### src/hdl/ipb_pkg.sv
/*
  Constants for the interrupt priority bank: register map, field
  placement per source, reset values and vector coding.
  Assumes a 32-bit APB with word-aligned registers.
*/
package ipb_pkg;

  localparam int NUM_SRC  = 24;
  localparam int NUM_TRAP = 8;
  localparam int NUM_PREG = 13;
  localparam int NUM_EVT  = 3;
  localparam int PW       = 3;
  localparam int AW       = 12;
  localparam int LVL_W    = 4;
  localparam int VEC_W    = 7;
  localparam int IDX_W    = 5;

  localparam logic [PW-1:0]    PRIO_RST       = 3'h4;
  localparam logic [PW-1:0]    PRIO_OFF       = 3'h0;
  localparam logic [LVL_W-1:0] TRAP_BASE      = 4'h8;
  localparam logic [VEC_W-1:0] USER_CODE_BASE = 7'h08;
  localparam logic [LVL_W-1:0] LVL_RST        = 4'h0;
  localparam logic [VEC_W-1:0] VEC_RST        = 7'h00;

  // Priority registers sit at OFS_PRIO0 + 4 * index
  localparam logic [AW-1:0] OFS_PRIO0    = 12'h000;
  localparam logic [AW-1:0] OFS_STATUS   = 12'h034;
  localparam logic [AW-1:0] OFS_ENABLE   = 12'h038;
  localparam logic [AW-1:0] OFS_EVT_STS  = 12'h03C;
  localparam logic [AW-1:0] OFS_EVT_MASK = 12'h040;

  localparam int STS_LVL_LSB = 8;
  localparam int STS_VEC_LSB = 0;

  localparam int EVT_USER  = 0;
  localparam int EVT_TRAP  = 1;
  localparam int EVT_BLOCK = 2;

  // Source order: adc done, serial tx, pin change, comparator 1,
  // two-wire master/slave, ext irq 1/2, pwm special event, serial
  // error, pwm 2/1/4/3, comparator 2/4/3, adc pair 1/0/5/4/3/2/6
  localparam int unsigned SRC_REG [NUM_SRC] = '{
    0, 0, 1, 1, 1, 1, 2, 3, 4, 5, 6, 6,
    7, 7, 8, 9, 9, 10, 10, 11, 11, 11, 11, 12};
  localparam int unsigned SRC_POS [NUM_SRC] = '{
    4, 0, 12, 8, 4, 0, 0, 4, 4, 4, 12, 8,
    4, 0, 12, 4, 0, 12, 8, 12, 8, 4, 0, 0};

endpackage : ipb_pkg

### src/hdl/ipb_arbiter.sv
/*
  Combinational winner selection among traps and user sources.
  Assumes request, enable and level inputs share the bank's clock.
*/
`timescale 1ns/1ps
module ipb_arbiter
  import ipb_pkg::*;
(
  input  wire logic [NUM_SRC-1:0]  req,
  input  wire logic [NUM_SRC-1:0]  en,
  input  wire logic [PW-1:0]       prio [NUM_SRC],
  input  wire logic [NUM_TRAP-1:0] trap,
  input  wire logic [LVL_W-1:0]    cpu_level,
  output logic                     win_valid,
  output logic [LVL_W-1:0]         win_level,
  output logic [VEC_W-1:0]         win_code,
  output logic [IDX_W-1:0]         win_idx,
  output logic                     win_trap
);

  logic [NUM_SRC-1:0] elig;

  for (genvar s = 0; s < NUM_SRC; s++) begin : g_elig
    assign elig[s] = req[s] & en[s] & (prio[s] != PRIO_OFF)
                   & ({1'b0, prio[s]} > cpu_level);
  end

  // level from code
  // Descending scan with >= lets the lower vector win a tie
  always_comb begin
    win_valid = 1'b0;
    win_level = LVL_RST;
    win_code  = VEC_RST;
    win_idx   = '0;
    win_trap  = 1'b0;
    for (int s = NUM_SRC - 1; s >= 0; s--) begin
      if (elig[s] && (!win_valid || {1'b0, prio[s]} >= win_level)) begin
        win_valid = 1'b1;
        win_level = {1'b0, prio[s]};
        win_code  = USER_CODE_BASE + VEC_W'(s);
        win_idx   = IDX_W'(s);
      end
    end
    // traps never masked
    // Traps outrank every user level and ignore the CPU level
    for (int t = 0; t < NUM_TRAP; t++) begin
      if (trap[t]) begin
        win_valid = 1'b1;
        win_level = TRAP_BASE + LVL_W'(t);
        win_code  = VEC_W'(t);
        win_idx   = '0;
        win_trap  = 1'b1;
      end
    end
  end

endmodule : ipb_arbiter

### src/hdl/ipb_evt_status.sv
/*
  Sticky event status with mask and one level interrupt.
  Assumes write strobes are single-cycle pulses on pclk.
*/
`timescale 1ns/1ps
module ipb_evt_status #(
  parameter int N = 3
) (
  input  wire logic         pclk,
  input  wire logic         presetn,
  input  wire logic [N-1:0] set,
  input  wire logic         clr_we,
  input  wire logic [N-1:0] clr_data,
  input  wire logic         mask_we,
  input  wire logic [N-1:0] mask_data,
  output logic      [N-1:0] sts_q,
  output logic      [N-1:0] mask_q,
  output logic              irq
);

  logic [N-1:0] sts_d;

  // A set in the clearing cycle survives
  assign sts_d = (sts_q & ~(clr_we ? clr_data : '0)) | set;
  assign irq   = |(sts_q & mask_q);

  always_ff @(posedge pclk or negedge presetn) begin
    if (!presetn) begin
      sts_q  <= '0;
      mask_q <= '0;
    end else begin
      sts_q <= sts_d;
      if (mask_we) begin
        mask_q <= mask_data;
      end
    end
  end

endmodule : ipb_evt_status

### src/hdl/ipb_bank.sv
/*
  Interrupt priority bank: per-source priority fields, enables,
  arbitration, presentation to the CPU core and a status register
  with the accepted level and vector. APB slave, zero wait states.
  Assumes requests, CPU level and acknowledge are on pclk.
*/
`timescale 1ns/1ps
module ipb_bank
  import ipb_pkg::*;
(
  input  wire logic                pclk,
  input  wire logic                presetn,
  input  wire logic                psel,
  input  wire logic                penable,
  input  wire logic                pwrite,
  input  wire logic [AW-1:0]       paddr,
  input  wire logic [31:0]         pwdata,
  input  wire logic [3:0]          pstrb,
  output logic      [31:0]         prdata,
  output logic                     pready,
  output logic                     pslverr,
  input  wire logic [NUM_SRC-1:0]  src_req,
  input  wire logic [NUM_TRAP-1:0] trap_req,
  input  wire logic [LVL_W-1:0]    cpu_level,
  input  wire logic                cpu_ack,
  output logic                     irq_pending,
  output logic      [LVL_W-1:0]    irq_level,
  output logic      [VEC_W-1:0]    irq_vector,
  output logic                     evt_irq
);

  logic [PW-1:0]      prio_q [NUM_SRC];
  logic [15:0]        preg_word [NUM_PREG];
  logic [NUM_SRC-1:0] en_q;
  logic [LVL_W-1:0]   sts_lvl_q;
  logic [VEC_W-1:0]   sts_vec_q;
  logic               pres_valid_q;
  logic [LVL_W-1:0]   pres_lvl_q;
  logic [VEC_W-1:0]   pres_code_q;
  logic [IDX_W-1:0]   pres_idx_q;
  logic               pres_trap_q;
  logic [31:0]        prdata_q;
  logic [31:0]        prdata_d;
  logic               arb_valid;
  logic [LVL_W-1:0]   arb_lvl;
  logic [VEC_W-1:0]   arb_code;
  logic [IDX_W-1:0]   arb_idx;
  logic               arb_trap;
  logic [NUM_SRC-1:0] blocked;
  logic [NUM_EVT-1:0] evt_set;
  logic [NUM_EVT-1:0] evt_sts;
  logic [NUM_EVT-1:0] evt_mask;

  // APB decode
  wire [AW-3:0] widx     = paddr[AW-1:2];
  wire          aligned  = (paddr[1:0] == 2'h0);
  wire          setup    = psel & ~penable;
  wire          access   = psel & penable;
  wire          wr       = access & pwrite;
  wire          rd_setup = setup & ~pwrite;
  wire          hit_prio = aligned && (paddr >= OFS_PRIO0)
                        && (widx < (AW-2)'(NUM_PREG));
  wire          hit_sts  = (paddr == OFS_STATUS);
  wire          hit_en   = (paddr == OFS_ENABLE);
  wire          hit_evs  = (paddr == OFS_EVT_STS);
  wire          hit_evm  = (paddr == OFS_EVT_MASK);
  wire          hit      = hit_prio | hit_sts | hit_en | hit_evs | hit_evm;
  wire [AW-3:0] pidx     = widx - OFS_PRIO0[AW-1:2];

  assign pready  = 1'b1;
  assign pslverr = access & ~hit;
  assign prdata  = prdata_q;

  for (genvar s = 0; s < NUM_SRC; s++) begin : g_field
    localparam int unsigned R = SRC_REG[s];
    localparam int unsigned P = SRC_POS[s];
    wire fld_we = wr & hit_prio & (pidx == (AW-2)'(R)) & pstrb[P/8];
    always_ff @(posedge pclk or negedge presetn) begin
      if (!presetn) begin
        prio_q[s] <= PRIO_RST;
      end else if (fld_we) begin
        prio_q[s] <= pwdata[P +: PW];
      end
    end
    assign blocked[s] = src_req[s] & en_q[s] & (prio_q[s] == PRIO_OFF);
  end

  always_comb begin
    for (int r = 0; r < NUM_PREG; r++) begin
      preg_word[r] = 16'h0000;
    end
    for (int s = 0; s < NUM_SRC; s++) begin
      preg_word[SRC_REG[s]][SRC_POS[s] +: PW] = prio_q[s];
    end
  end

  wire [15:0] sts_word = {4'h0, sts_lvl_q, 1'b0, sts_vec_q};
  wire [15:0] prio_rd  = hit_prio ? preg_word[pidx[3:0]] : 16'h0000;

  assign prdata_d = hit_prio ? {16'h0000, prio_rd}
                  : hit_sts  ? {16'h0000, sts_word}
                  : hit_en   ? {{(32-NUM_SRC){1'b0}}, en_q}
                  : hit_evs  ? {{(32-NUM_EVT){1'b0}}, evt_sts}
                  : hit_evm  ? {{(32-NUM_EVT){1'b0}}, evt_mask}
                  : 32'h0000_0000;

  // Read data captured at setup so it stands through access
  always_ff @(posedge pclk or negedge presetn) begin
    if (!presetn) begin
      prdata_q <= 32'h0000_0000;
    end else if (rd_setup) begin
      prdata_q <= prdata_d;
    end
  end

  always_ff @(posedge pclk or negedge presetn) begin
    if (!presetn) begin
      en_q <= '0;
    end else if (wr && hit_en) begin
      for (int b = 0; b < NUM_SRC / 8; b++) begin
        if (pstrb[b]) begin
          en_q[b*8 +: 8] <= pwdata[b*8 +: 8];
        end
      end
    end
  end

  ipb_arbiter u_arb (
    .req       (src_req),
    .en        (en_q),
    .prio      (prio_q),
    .trap      (trap_req),
    .cpu_level (cpu_level),
    .win_valid (arb_valid),
    .win_level (arb_lvl),
    .win_code  (arb_code),
    .win_idx   (arb_idx),
    .win_trap  (arb_trap)
  );

  // Registered presentation breaks the long compare path
  always_ff @(posedge pclk or negedge presetn) begin
    if (!presetn) begin
      pres_valid_q <= 1'b0;
      pres_lvl_q   <= LVL_RST;
      pres_code_q  <= VEC_RST;
      pres_idx_q   <= '0;
      pres_trap_q  <= 1'b0;
    end else begin
      pres_valid_q <= arb_valid;
      pres_lvl_q   <= arb_lvl;
      pres_code_q  <= arb_code;
      pres_idx_q   <= arb_idx;
      pres_trap_q  <= arb_trap;
    end
  end

  assign irq_pending = pres_valid_q;
  assign irq_level   = pres_lvl_q;
  assign irq_vector  = pres_code_q;

  wire accept = cpu_ack & pres_valid_q;

  always_ff @(posedge pclk or negedge presetn) begin
    if (!presetn) begin
      sts_lvl_q <= LVL_RST;
      sts_vec_q <= VEC_RST;
    end else if (accept) begin
      sts_lvl_q <= pres_lvl_q;
      sts_vec_q <= pres_code_q;
    end
  end

  assign evt_set[EVT_USER]  = accept & ~pres_trap_q;
  assign evt_set[EVT_TRAP]  = accept & pres_trap_q;
  assign evt_set[EVT_BLOCK] = |blocked;

  ipb_evt_status #(
    .N (NUM_EVT)
  ) u_evt (
    .pclk      (pclk),
    .presetn   (presetn),
    .set       (evt_set),
    .clr_we    (wr & hit_evs & pstrb[0]),
    .clr_data  (pwdata[NUM_EVT-1:0]),
    .mask_we   (wr & hit_evm & pstrb[0]),
    .mask_data (pwdata[NUM_EVT-1:0]),
    .sts_q     (evt_sts),
    .mask_q    (evt_mask),
    .irq       (evt_irq)
  );

  // Assertions

  a_off_never_wins: assert property (
    @(posedge pclk) disable iff (!presetn)
    arb_valid && !arb_trap
    |=> pres_idx_q == $past(arb_idx) && $past(prio_q[arb_idx]) != PRIO_OFF)
    else $error("disabled source presented");

  a_user_level_range: assert property (
    @(posedge pclk) disable iff (!presetn)
    arb_valid && !arb_trap |-> arb_lvl != 4'h0 && arb_lvl <= 4'h7)
    else $error("user level outside one to seven");

  a_blocked_event: assert property (
    @(posedge pclk) disable iff (!presetn)
    |blocked |=> evt_sts[EVT_BLOCK])
    else $error("blocked request not flagged");

  a_level_is_code: assert property (
    @(posedge pclk) disable iff (!presetn)
    arb_valid && !arb_trap && !$changed(prio_q[arb_idx])
    |=> !pres_trap_q && pres_lvl_q == {1'b0, $past(prio_q[arb_idx])})
    else $error("user level differs from field code");

  a_upper_reads_zero: assert property (
    @(posedge pclk) disable iff (!presetn)
    rd_setup && (hit_prio || hit_sts)
    |=> prdata[31:16] == 16'h0000 && prdata[15] == 1'b0)
    else $error("unimplemented bits read nonzero");

  a_adc_field_write: assert property (
    @(posedge pclk) disable iff (!presetn)
    wr && paddr == OFS_PRIO0 && pstrb[0]
    |=> prio_q[0] == $past(pwdata[6:4]) && prio_q[1] == $past(pwdata[2:0]))
    else $error("adc or transmit field misplaced");

  a_change_i2c_write: assert property (
    @(posedge pclk) disable iff (!presetn)
    wr && hit_prio && pidx == (AW-2)'(1) && pstrb[1] && pstrb[0]
    |=> prio_q[2] == $past(pwdata[14:12]) && prio_q[3] == $past(pwdata[10:8])
    && prio_q[4] == $past(pwdata[6:4]) && prio_q[5] == $past(pwdata[2:0]))
    else $error("change or two-wire field misplaced");

  a_ext_one_write: assert property (
    @(posedge pclk) disable iff (!presetn)
    wr && hit_prio && pidx == (AW-2)'(2) && pstrb[0]
    |=> prio_q[6] == $past(pwdata[2:0]))
    else $error("external irq one field misplaced");

  a_ext_two_write: assert property (
    @(posedge pclk) disable iff (!presetn)
    wr && hit_prio && pidx == (AW-2)'(3) && pstrb[0]
    |=> prio_q[7] == $past(pwdata[6:4]))
    else $error("external irq two field misplaced");

  a_pwm_event_write: assert property (
    @(posedge pclk) disable iff (!presetn)
    wr && hit_prio && pidx == (AW-2)'(4) && pstrb[0]
    |=> prio_q[8] == $past(pwdata[6:4]))
    else $error("pwm special event field misplaced");

  a_serial_err_write: assert property (
    @(posedge pclk) disable iff (!presetn)
    wr && hit_prio && pidx == (AW-2)'(5) && pstrb[0]
    |=> prio_q[9] == $past(pwdata[6:4]))
    else $error("serial error field misplaced");

  a_pwm_upper_write: assert property (
    @(posedge pclk) disable iff (!presetn)
    wr && hit_prio && pidx == (AW-2)'(6) && pstrb[1]
    |=> prio_q[10] == $past(pwdata[14:12])
    && prio_q[11] == $past(pwdata[10:8]))
    else $error("pwm one or two field misplaced");

  a_pwm_lower_write: assert property (
    @(posedge pclk) disable iff (!presetn)
    wr && hit_prio && pidx == (AW-2)'(7) && pstrb[0]
    |=> prio_q[12] == $past(pwdata[6:4])
    && prio_q[13] == $past(pwdata[2:0]))
    else $error("pwm three or four field misplaced");

  a_comparator_write: assert property (
    @(posedge pclk) disable iff (!presetn)
    wr && hit_prio && pidx == (AW-2)'(9) && pstrb[0]
    |=> prio_q[15] == $past(pwdata[6:4])
    && prio_q[16] == $past(pwdata[2:0]))
    else $error("comparator three or four field misplaced");

  a_adc_pair_write: assert property (
    @(posedge pclk) disable iff (!presetn)
    wr && hit_prio && pidx == (AW-2)'(11) && pstrb[1] && pstrb[0]
    |=> prio_q[19] == $past(pwdata[14:12])
    && prio_q[20] == $past(pwdata[10:8])
    && prio_q[21] == $past(pwdata[6:4]) && prio_q[22] == $past(pwdata[2:0]))
    else $error("adc pair two to five field misplaced");

  a_trap_unmasked: assert property (
    @(posedge pclk) disable iff (!presetn)
    |trap_req |=> pres_valid_q && pres_trap_q && pres_lvl_q >= TRAP_BASE)
    else $error("trap not presented");

  a_enable_gates: assert property (
    @(posedge pclk) disable iff (!presetn)
    arb_valid && !arb_trap |-> en_q[arb_idx] && src_req[arb_idx])
    else $error("disabled request selected");

  a_above_cpu: assert property (
    @(posedge pclk) disable iff (!presetn)
    arb_valid && !arb_trap |-> arb_lvl > cpu_level)
    else $error("winner not above cpu level");

  a_status_loads: assert property (
    @(posedge pclk) disable iff (!presetn)
    accept |=> sts_lvl_q == $past(pres_lvl_q) && sts_vec_q == $past(pres_code_q))
    else $error("status missed acceptance");

  a_status_holds: assert property (
    @(posedge pclk) disable iff (!presetn)
    !accept |=> $stable(sts_lvl_q) && $stable(sts_vec_q))
    else $error("status moved without acceptance");

  a_status_readback: assert property (
    @(posedge pclk) disable iff (!presetn)
    rd_setup && hit_sts |=> prdata[11:8] == $past(sts_lvl_q)
    && prdata[6:0] == $past(sts_vec_q))
    else $error("status read mismatch");

endmodule : ipb_bank

### config.mk
export PLATFORM = sky130hd
export DESIGN_NAME = ipb_bank
export DESIGN_NICKNAME = d
export VERILOG_FILES = /design/src/hdl/ipb_pkg.sv /design/src/hdl/ipb_arbiter.sv /design/src/hdl/ipb_evt_status.sv /design/src/hdl/ipb_bank.sv
export SDC_FILE = /design/constraint.sdc
export NUM_CORES = 1
export LEC_CHECK = 0
export BUFFER_PORTS_ARGS = -buffer_cell sky130_fd_sc_hd__buf_2
export CORE_MARGIN = 2
export CORE_UTILIZATION = 30
export DETAILED_ROUTE_END_ITERATION = 7
export PLACE_DENSITY = 0.47
export SLEW_MARGIN = 15
export SYNTH_ARGS = -nofsm -noshare
export SYNTH_HDL_FRONTEND = slang
export SYNTH_SLANG_ARGS = --single-unit
### constraint.sdc
create_clock -name pclk -period 33.7 [get_ports pclk]
set_input_delay 5.055 -clock pclk [delete_from_list [all_inputs] [get_ports pclk]]
set_output_delay 5.055 -clock pclk [all_outputs]
set_load 0.01 [all_outputs]
Word level (Yosys, flattened, before mapping)

Cells that the tools add are included.

Bits in registers: 158
Logic and storage cells: 492

$lt $le $gt $ge: 50
Equal/unequal tests: 16
Multiplexer cells: 113
Bitwise gates (word level): 150
Reductions and logical operators: 127

Operator list:

| kind                  | number |
|---|---|
| $mux W5               | 32 |
| $and A1 B1 Y1         | 137 |
| $gt A3 B4 Y1          | 24 |
| $mux W3               | 27 |
| $logic_not A3 Y1      | 24 |
| $mux W24              | 3 |
| $reduce_bool A3 Y1    | 24 |
| $ge A3 B3 Y1          | 23 |
| $bmux W16 S4          | 1 |
| $eq A10 B4 Y1 const B | 5 |
| $eq A10 B3 Y1 const B | 4 |
| $mux W1               | 40 |
| $eq A12 B6 Y1 const B | 3 |
| $mux W16              | 2 |
| $mux W4               | 8 |
| $logic_and A1 B1 Y1   | 26 |
| $reduce_or A24 Y1     | 1 |
| $logic_not A1 Y1      | 23 |
| $logic_or A1 B1 Y1    | 23 |
| $eq A10 B2 Y1 const B | 2 |
| $eq A12 B7 Y1 const B | 1 |
| $ge A12 B1 Y1 const B | 1 |
| $eq A10 B1 Y1 const B | 1 |
| $logic_not A10 Y1     | 1 |
| other kinds (11)      | 20 |

Depth between registers and ports, before layout

Gate-level depths: netlist of run 1.

Word-level depth: 104
Depth in mapped cells: 174
Gate-level depth less buffers: 170

Hierarchy

From an unflattened synthesis of run 1, not the netlist that was laid out.

Cell total of the unflattened synthesis: 1338
Area, all modules: 12818.5 um2

Modules (own cells, without submodules):

| module         | instances | cells each | area each (um2) |
|---|---|---|---|
| ipb_bank       | 1         | 556        | 6855.3 |
| ipb_arbiter    | 1         | 765        | 5731.7 |
| ipb_evt_status | 1         | 17         | 231.5 |

Worst setup path after synthesis of run 1

Ideal clock, no wire load.

Kind: input -> register
Start point: input port cpu_level[2]
End point: register pres_lvl_q[1] (netlist: irq_level[1])
Arrival time: 37.309 ns
Data required time: 33.605 ns
Setup slack: -3.705 ns
Cell stages on the path: 166
Cell sequence: inv_1 -> ha_1 -> and3_1 -> or4_1 -> clkbuf_1 -> nor2_1 -> nand2_1 -> ha_1 -> a21oi_1 -> o21ai_0 -> a311oi_1 -> a32oi_1 -> ha_1 -> a21oi_1 -> o21ai_0 -> o21ai_1 -> mux2_2 -> ha_1 -> [130 not listed] -> or2_2 -> o22ai_1 -> ha_1 -> nand2b_1 -> a21oi_1 -> nor2b_1 -> o31a_1 -> clkbuf_1 -> nor4_1 -> nand2b_1 -> ha_1 -> nand2b_1 -> a21o_1 -> a221o_1 -> nand2_1 -> nor2_1 -> o41a_1 -> o31ai_1

Word-level cells in the longest chain between the ends: 103
Elaborated cells on any way between the ends: 195
Classes of those cells: order compare (47); mux (55); bitwise (24); reduce/logical (69)

RTL lines:

| item                                             | RTL line          | source |
|---|---|---|
| start, declared                                  | ipb_bank.sv:24    | `input wire logic [LVL_W-1:0] cpu_level,` |
| $gt A3 B4 Y1                                     | ipb_arbiter.sv:25 | `& ({1'b0, prio[s]} > cpu_level);` |
| $and A1 B1 Y1                                    | ipb_arbiter.sv:25 |  |
| $mux W3 or $mux W1 (tied branches)               | ipb_arbiter.sv:37 | `if (elig[s] && (!win_valid \|\| {1'b0, prio[s]} >= win_level)) begin` |
| $ge A3 B3 Y1 or $logic_not A1 Y1 (tied branches) | ipb_arbiter.sv:37 |  |
| $logic_or A1 B1 Y1                               | ipb_arbiter.sv:37 |  |
| $logic_and A1 B1 Y1                              | ipb_arbiter.sv:37 |  |
| $mux W3 or $mux W1 (tied branches)               | ipb_arbiter.sv:37 |  |
| $ge A3 B3 Y1 or $logic_not A1 Y1 (tied branches) | ipb_arbiter.sv:37 |  |
| [81 not listed]                                  | n/a               |  |
| $logic_and A1 B1 Y1                              | ipb_arbiter.sv:37 |  |
| $mux W3 or $mux W1 (tied branches)               | ipb_arbiter.sv:37 |  |
| $ge A3 B3 Y1 or $logic_not A1 Y1 (tied branches) | ipb_arbiter.sv:37 |  |
| $logic_or A1 B1 Y1                               | ipb_arbiter.sv:37 |  |
| $logic_and A1 B1 Y1                              | ipb_arbiter.sv:37 |  |
| $mux W3 *                                        | ipb_arbiter.sv:37 |  |
| $mux W4 * (8 in a row)                           | ipb_arbiter.sv:47 | `if (trap[t]) begin` |
| via arb_lvl[1]                                   | ipb_bank.sv:45    | `logic [LVL_W-1:0] arb_lvl;` |
| end signal, assigned                             | ipb_bank.sv:151   | `pres_lvl_q <= arb_lvl;` |
| end, declared                                    | ipb_bank.sv:38    | `logic [LVL_W-1:0] pres_lvl_q;` |

Mark *: on every way through the listed nets, which the timed path passes. The rest lies on a longest branch.
A chain may end at the register's enable or synchronous reset.

Final worst setup path of run 1

Same ends and word-level chain as after synthesis.

==> results of run 1 <==
placed cells by master (no fill, tap or decap), types with 16 or more instances in the layout:
cell / instances
nand2_1: 135
nand3_1: 66
dfrtp_1: 121
o21ai_0: 70
buf_4: 237
buf_2: 113
nor2_1: 83
nor2b_1: 18
nor4_1: 16
o21ai_2: 16
clkbuf_16: 17
a21oi_1: 54
mux2_2: 82
ha_1: 110
a21o_1: 25
o21a_1: 28
nor3_1: 51
inv_1: 71
dfstp_2: 24
nand2b_4: 19
per-stage QoR:
stage | setup WS, ps | hold slack [ps]
after floorplan | -1210 | 469
after global placement | -2140 | 451
after detailed placement | -2370 | 450
after CTS | -1220 | 464
after global routing | -2590 | 498
final | -1160 | 460
worst paths after layout:
kind	startpoint	end	slack, ps	depth (start not counted)
max	cpu_level[2]	irq_level[1]	-1160	168
min	prdata[21]	prdata[21]	460	2
max reg2reg	preg_word[2]	irq_level[1]	3190	166
min reg2reg	prdata[21]	prdata[21]	460	2
max in group asynchronous	presetn	irq_level[2]	27650	2
min in group asynchronous	presetn	prdata[21]	4640	1
report_power, final:
part | total (uW) | switching [uW] | internal [uW] | leakage (uW)
sequential | 179 | 1.88 | 177 | 0.00172
combinational | 42.3 | 27.9 | 14.5 | 0.00571
clock | 200 | 86.1 | 114 | 0.000297
cells in the mapped netlist (9+ instances only):
cell type and count:
a31oi_1 15, o211ai_1 11, buf_4 13, clkbuf_1 27, nor2b_1 21, nor4_1 19, nor3_1 57, or2_2 9
mux2i_1 17, nand4b_1 10, inv_1 77, a21oi_1 69, nand2_1 143, dfrtp_1 121, and2_1 13, dfstp_2 24
nand2b_1 28, o21ai_0 89, a21o_1 26, and3_1 18, ha_1 127, nand4_1 10, mux2_2 88, o21a_1 29
o22ai_1 12, a22oi_1 9, nor2_1 96, nand3_1 73
logic make-up (layout without fill, tap and decap cells):
logic type      Yosys count  count (layout)
compound gates          377             377
simple gates            520             520
other cells               2              11
buf+inv                 124             472
flops                   145             145
mux                     107             107
fa+ha+maj               128             128
worst min-delay path, cell delays in order (launching register included):
cell	delay, ps
dfrtp_1	340
nand2_1	50
nand2_1	50
final cells by class:
| cell class | instances | area (sq um) |
|---|---|---|
| fill | 4045 | 22900 |
| clock inverter | 14 | 165 |
| inverter | 77 | 297 |
| sequential | 145 | 3660 |
| tap | 525 | 657 |
| timing repair buffer | 363 | 2490 |
| clock buffer | 18 | 439 |
| multi-input combinational | 1143 | 9230 |
registers in the layout, summed over array words and instances (netlist names):
name / count
en_q: 24
irq_level: 4
irq_pending: 1
irq_vector: 5
prdata: 24
preg_word: 72
sts_lvl_q: 4
sts_vec_q: 5
u_evt.mask_q: 3
u_evt.sts_q: 3
per-layer routing:
| layer | GRT usage | up-vias | share of wire |
|---|---|---|---|
| met3 | 0.0269 | 74 | 0.042 |
| met4 | 0.0650 | 0 | 0.028 |
| met1 | 0.308 | 6216 | 0.44 |
| met5 | 0 | - | 0 |
| met2 | 0.405 | 300 | 0.49 |
| li1 | - | 5929 | - |
what timing repair did:
item	CTS	global route
pin swaps	100	97
cloned	0	0
setup buffers	42	21
gates resized for setup	64	60
endpoints found under the setup margin	8	8
==> results.ini, run 1 <==
[critical_path]
worst_setup_path_start_kind=input port
cp_data_arrival_time_ps=35210
cp_slowest_cell=or4_4
crit_path_end_kind=register
cpMostUsedCell=nand2b_4
cp_top_family=compound AO/OA/AOI/OAI gates
cp.required_ps=34040
path_class=in2reg
path_max_fanout=6
cp_num_buf_inv=15
cpPeakStageDelay_ps=570

[synth]
seq_area_frac_synth=0.301
ys_warn_count=0
ys_types=84
synthArstFlopShare=1.00
synthCells=1403
synth_xor_xnor_area_share=0
synth-simple-area-share=0.211
muxShareOfSynthArea=0.0979
synth_top_cell_area_share=0.249
avgSynthCellArea_sq_um=8.66
synth-compound-area-share=0.216
ys.flop_type=dfrtp_1
yosys-top-cells-area=dfrtp_1 (25%), ha_1 (13%), mux2_2 (8.2%), dfstp_2 (5.2%), nand2_1 (4.4%)
synth_top_family_by_area=compound AO/OA/AOI/OAI gates
synth_area_sq_um=12200
ys_seq_elements=145
synth_fa_ha_area_frac=0.132
synth_edf_count=0
yosys.area.top_type=dfrtp_1

[floorplan]
die_w_um=205
core_sq_um=39800
die_h_um=205
rows=73
dieArea_sq_um=42100
num_io_pins=137
initial_core_util=0.305

[clock_tree]
cts_buffer_depth=2
cts_htree_levels=4
ctsHoldBuffers=0
clkTransAtPathRegs_ps=70
numClockSinks=145
clock_latency_ps=440
cts_tree=done
cts-root-buf=clkbuf_16
cts_buffers=17

[placement]
hpwl_um=39000
post-place-cells=2192
place.gp.congestion=0.892
port_buffers=116
placed_area_sq_um=15200

[routing]
ant_nets=0
drcViolationCount=0
vias=12500
wl_per_cell_um=21.6
first_iter_violations=771
wirelength_um=49400
viasPerCell=5.48
drt-pass1-iter-count=6

[timing]
fin_crit_sh=1.03
skew_ps=12.1
finalSetupViolCount=8
finalSetupTns_ps=-8590
max_freq_ghz=0.0287
hold_viol_final=0
period_needed_ps=34860
worst_slack_ps=-1160
slew_headroom=0.254
rsz0062_at_grt=true
tightest_slew_ps=1110
slew_violations=0

[final_layout]
drive_gt1_frac=0.398
fin_cells=2285
fin_area_sq_um=16900
syn2layout_area_growth_pct=39.4
final_util=0.425
layout.nets=1964
n_antenna_cell=0

[min_path]
hold_path.class=reg2reg

[global_route]
grt_start_max_net_pins=74
grt_pass1_vias=12400
antenna_found_initial=0
grt_pass1_wl_um=74600
overflow=0
track_usage=0.234

[power]
powerDensity_nw_per_um2=24.8
p_leak_uw=0.00773
design_power_total_uw=421
ir_drop_v=0.0000312

[run]
drv_cap=0

[run_status]
status=complete, but fails checks
violations=negative setup slack

Power figures use the tool's default switching activity.
==> run 2: changes to the inputs <==
- PLACE_DENSITY: 0.47 -> 0.45
- RECOVER_POWER: not set -> 25
- clock period: 33.7 -> 39.3 ns (I/O delays scaled with it)
==> run 2 against run 1 <==
  * The run ends with max-capacitance violations, max-slew violations left
  * Sequential power shrank 15%
  * Clock skew fell by 1.5 ps
  * Combinational power decreased by 15%
  * Worst setup slack gained 3200 ps
  * Design area fell by 14%
  * Clock-buffer cell count grew 3
  * Cell count shrank 8.0%
  * Critical endpoint is now irq_level[2]
  * Largest power group unchanged
==> results.ini, run 2 (synthesis gave the netlist of run 1 again) <==
[placement]
post-place-cells=2051  ; was 2192
port_buffers=116  ; unchanged
hpwl_um=38200  ; was 39000 um
place.gp.congestion=0.898  ; was 0.892

[critical_path]
cpPeakStageDelay_ps=490  ; was 570 ps
r2r-start=preg_word[2]  ; unchanged
cp_data_arrival_time_ps=37630  ; was 35210 ps
cpMostUsedCell=ha_1  ; was nand2b_4
path_max_fanout=10  ; was 6
worst_setup_path_start_kind=input port  ; unchanged
path_class=in2reg  ; unchanged
reg2reg_depth=168  ; was 166
cp.required_ps=39630  ; was 34040 ps
timing.rr.end=irq_level[2]  ; was irq_level[1]
cp_slowest_cell=or4_4  ; unchanged
crit_path_end_kind=register  ; unchanged
r2r_setup_slack_ps=7210  ; was 3190 ps

[routing]
viasPerCell=5.56  ; was 5.48
wl_per_cell_um=23.1  ; was 21.6 um
wirelength_um=48500  ; was 49400 um
drt-pass1-iter-count=7  ; was 6
first_iter_violations=694  ; was 771
vias=11700  ; was 12500
drcViolationCount=0  ; unchanged
ant_nets=0  ; unchanged

[timing]
fin_crit_sh=0.949
skew_ps=10.6  ; was 12.1 ps
hold_viol_final=0  ; unchanged
tightest_slew_ps=4390  ; was 1110 ps
finalSetupViolCount=0  ; was 8
period_needed_ps=37300
slew_violations=79  ; was 0
slew_headroom=-1.93  ; was 0.254
max_freq_ghz=0.0268

[final_layout]
syn2layout_area_growth_pct=19.5  ; was 39.4%
drive_gt1_frac=0.251  ; was 0.398
mostFrequentLayoutCells=nand2_1 (142), ha_1 (126), dfrtp_1 (121)  ; was buf_4 (237), nand2_1 (135), dfrtp_1 (121)
final_common_cell=nand2_1  ; was buf_4
layout.nets=1781  ; was 1964
fin_cells=2103  ; was 2285
largest_reg_flops=72  ; unchanged

[floorplan]
die_h_um=205  ; unchanged
core_sq_um=39800  ; unchanged
rows=73  ; unchanged
initial_core_util=0.305  ; unchanged
num_io_pins=137  ; unchanged
dieArea_sq_um=42100  ; unchanged
die_w_um=205  ; unchanged

[min_path]
worstHoldPathCells=2  ; unchanged
hold_path.class=reg2reg  ; unchanged
worstHoldStart=prdata[17]  ; was prdata[21]
min_to=prdata[17]  ; was prdata[21]

[global_route]
overflow=0  ; unchanged
track_usage=0.230  ; was 0.234
grt_pass1_vias=11400  ; was 12400
antenna_found_initial=4  ; was 0
grt_start_max_net_pins=79  ; was 74
grt_pass1_wl_um=72300  ; was 74600 um

[clock_tree]
cts_buffer_depth=2  ; unchanged
cts_htree_levels=4  ; unchanged
numClockSinks=145  ; unchanged
cts_buffers=17  ; unchanged
clock_latency_ps=440  ; about the same
clkTransAtPathRegs_ps=70  ; about the same
cts_tree=done  ; unchanged
cts-root-buf=clkbuf_16  ; unchanged

[power]
powerDensity_nw_per_um2=25.0  ; was 24.8 nW/um^2
design_power_total_uw=363  ; was 421 uW
p_leak_uw=0.00667  ; was 0.00773 uW
ir_drop_v=0.0000203  ; was 0.0000312 V

[run_status]
status=complete, but fails checks  ; unchanged
violations=max-capacitance violations, max-slew violations  ; was negative setup slack

[run]
drv_cap=1  ; was 0

run 2: changes by cell type in the layout (fill, tap and decap cells not counted), moves of 12 or more:
cell	before	now
nand2b_4	19	0
ha_1	110	126
nand2b_1	9	28
buf_6	13	0
ha_4	14	1
a21oi_1	54	66
buf_4	237	63
run 2: critical path: cells and delay by family:
kind	cells	cell delay [ps]
AO/OA/AOI/OAI	73	12920
adder cells (fa/ha/maj)	25	6790
buffers and inverters	17	2200
multiplexers	6	1570
AND/OR/NAND/NOR	49	8280
run 2: how the worst max path moves through the flow:
stage,startpoint,end,depth (start not counted)
finish,cpu_level[1],irq_level[2],170
global route,cpu_level[1],irq_vector[3],169
CTS,cpu_level[2],irq_level[1],165
detailed placement,cpu_level[2],irq_level[1],165
global placement,cpu_level[2],irq_level[1],165
floorplan,cpu_level[2],irq_level[1],166
run 2: report_power, final:
group,internal [uW],switching [uW]
clock network,102,71.2
registers,152,1.63
logic,12.1,24.0
run 2: layer usage:
layer / track usage / vias to the layer above / share of wire
met5: 0 / - / 0.00031
met3: 0.0261 / 35 / 0.039
li1: - / 5557 / -
met1: 0.314 / 5830 / 0.46
met2: 0.390 / 265 / 0.49
met4: 0.0496 / 2 / 0.014
run 2: metrics by stage:
stage | TNS (ps) | instance area, sq um | util | hold WS [ps] | setup slack, ps
6_report | 0 | 14500 | 0.365 | 472 | 2000
4_1_cts | 0 | 14200 | 0.356 | 473 | 12.3
5_1_grt | -195 | 14500 | 0.365 | 502 | -69.7
2_1_floorplan | 0 | 12200 | - | 469 | 1060
3_5_place_dp | -2160 | 13500 | 0.340 | 457 | -380
3_3_place_gp | -411 | 13500 | 0.340 | 450 | -124
run 2: area by class of cell:
type | instances | area (sq um)
Multi-Input combinational cell | 1143 | 8230
Inverter | 77 | 297
Antenna cell | 1 | 2.50
Fill cell | 4225 | 25300
Tap cell | 525 | 657
Sequential cell | 145 | 3660
Clock inverter | 11 | 155
Timing Repair Buffer | 180 | 1070
Clock buffer | 21 | 450
run 2: timing repair:
| action | CTS | global route |
|---|---|---|
| pin swaps | 0 | 19 |
| endpoints found under the hold margin | 0 | 0 |
| setup endpoints to repair | 6 | 8 |
| resized for setup | 1 | 55 |
| hold buffers | 0 | 0 |
| setup buffers | 0 | 19 |
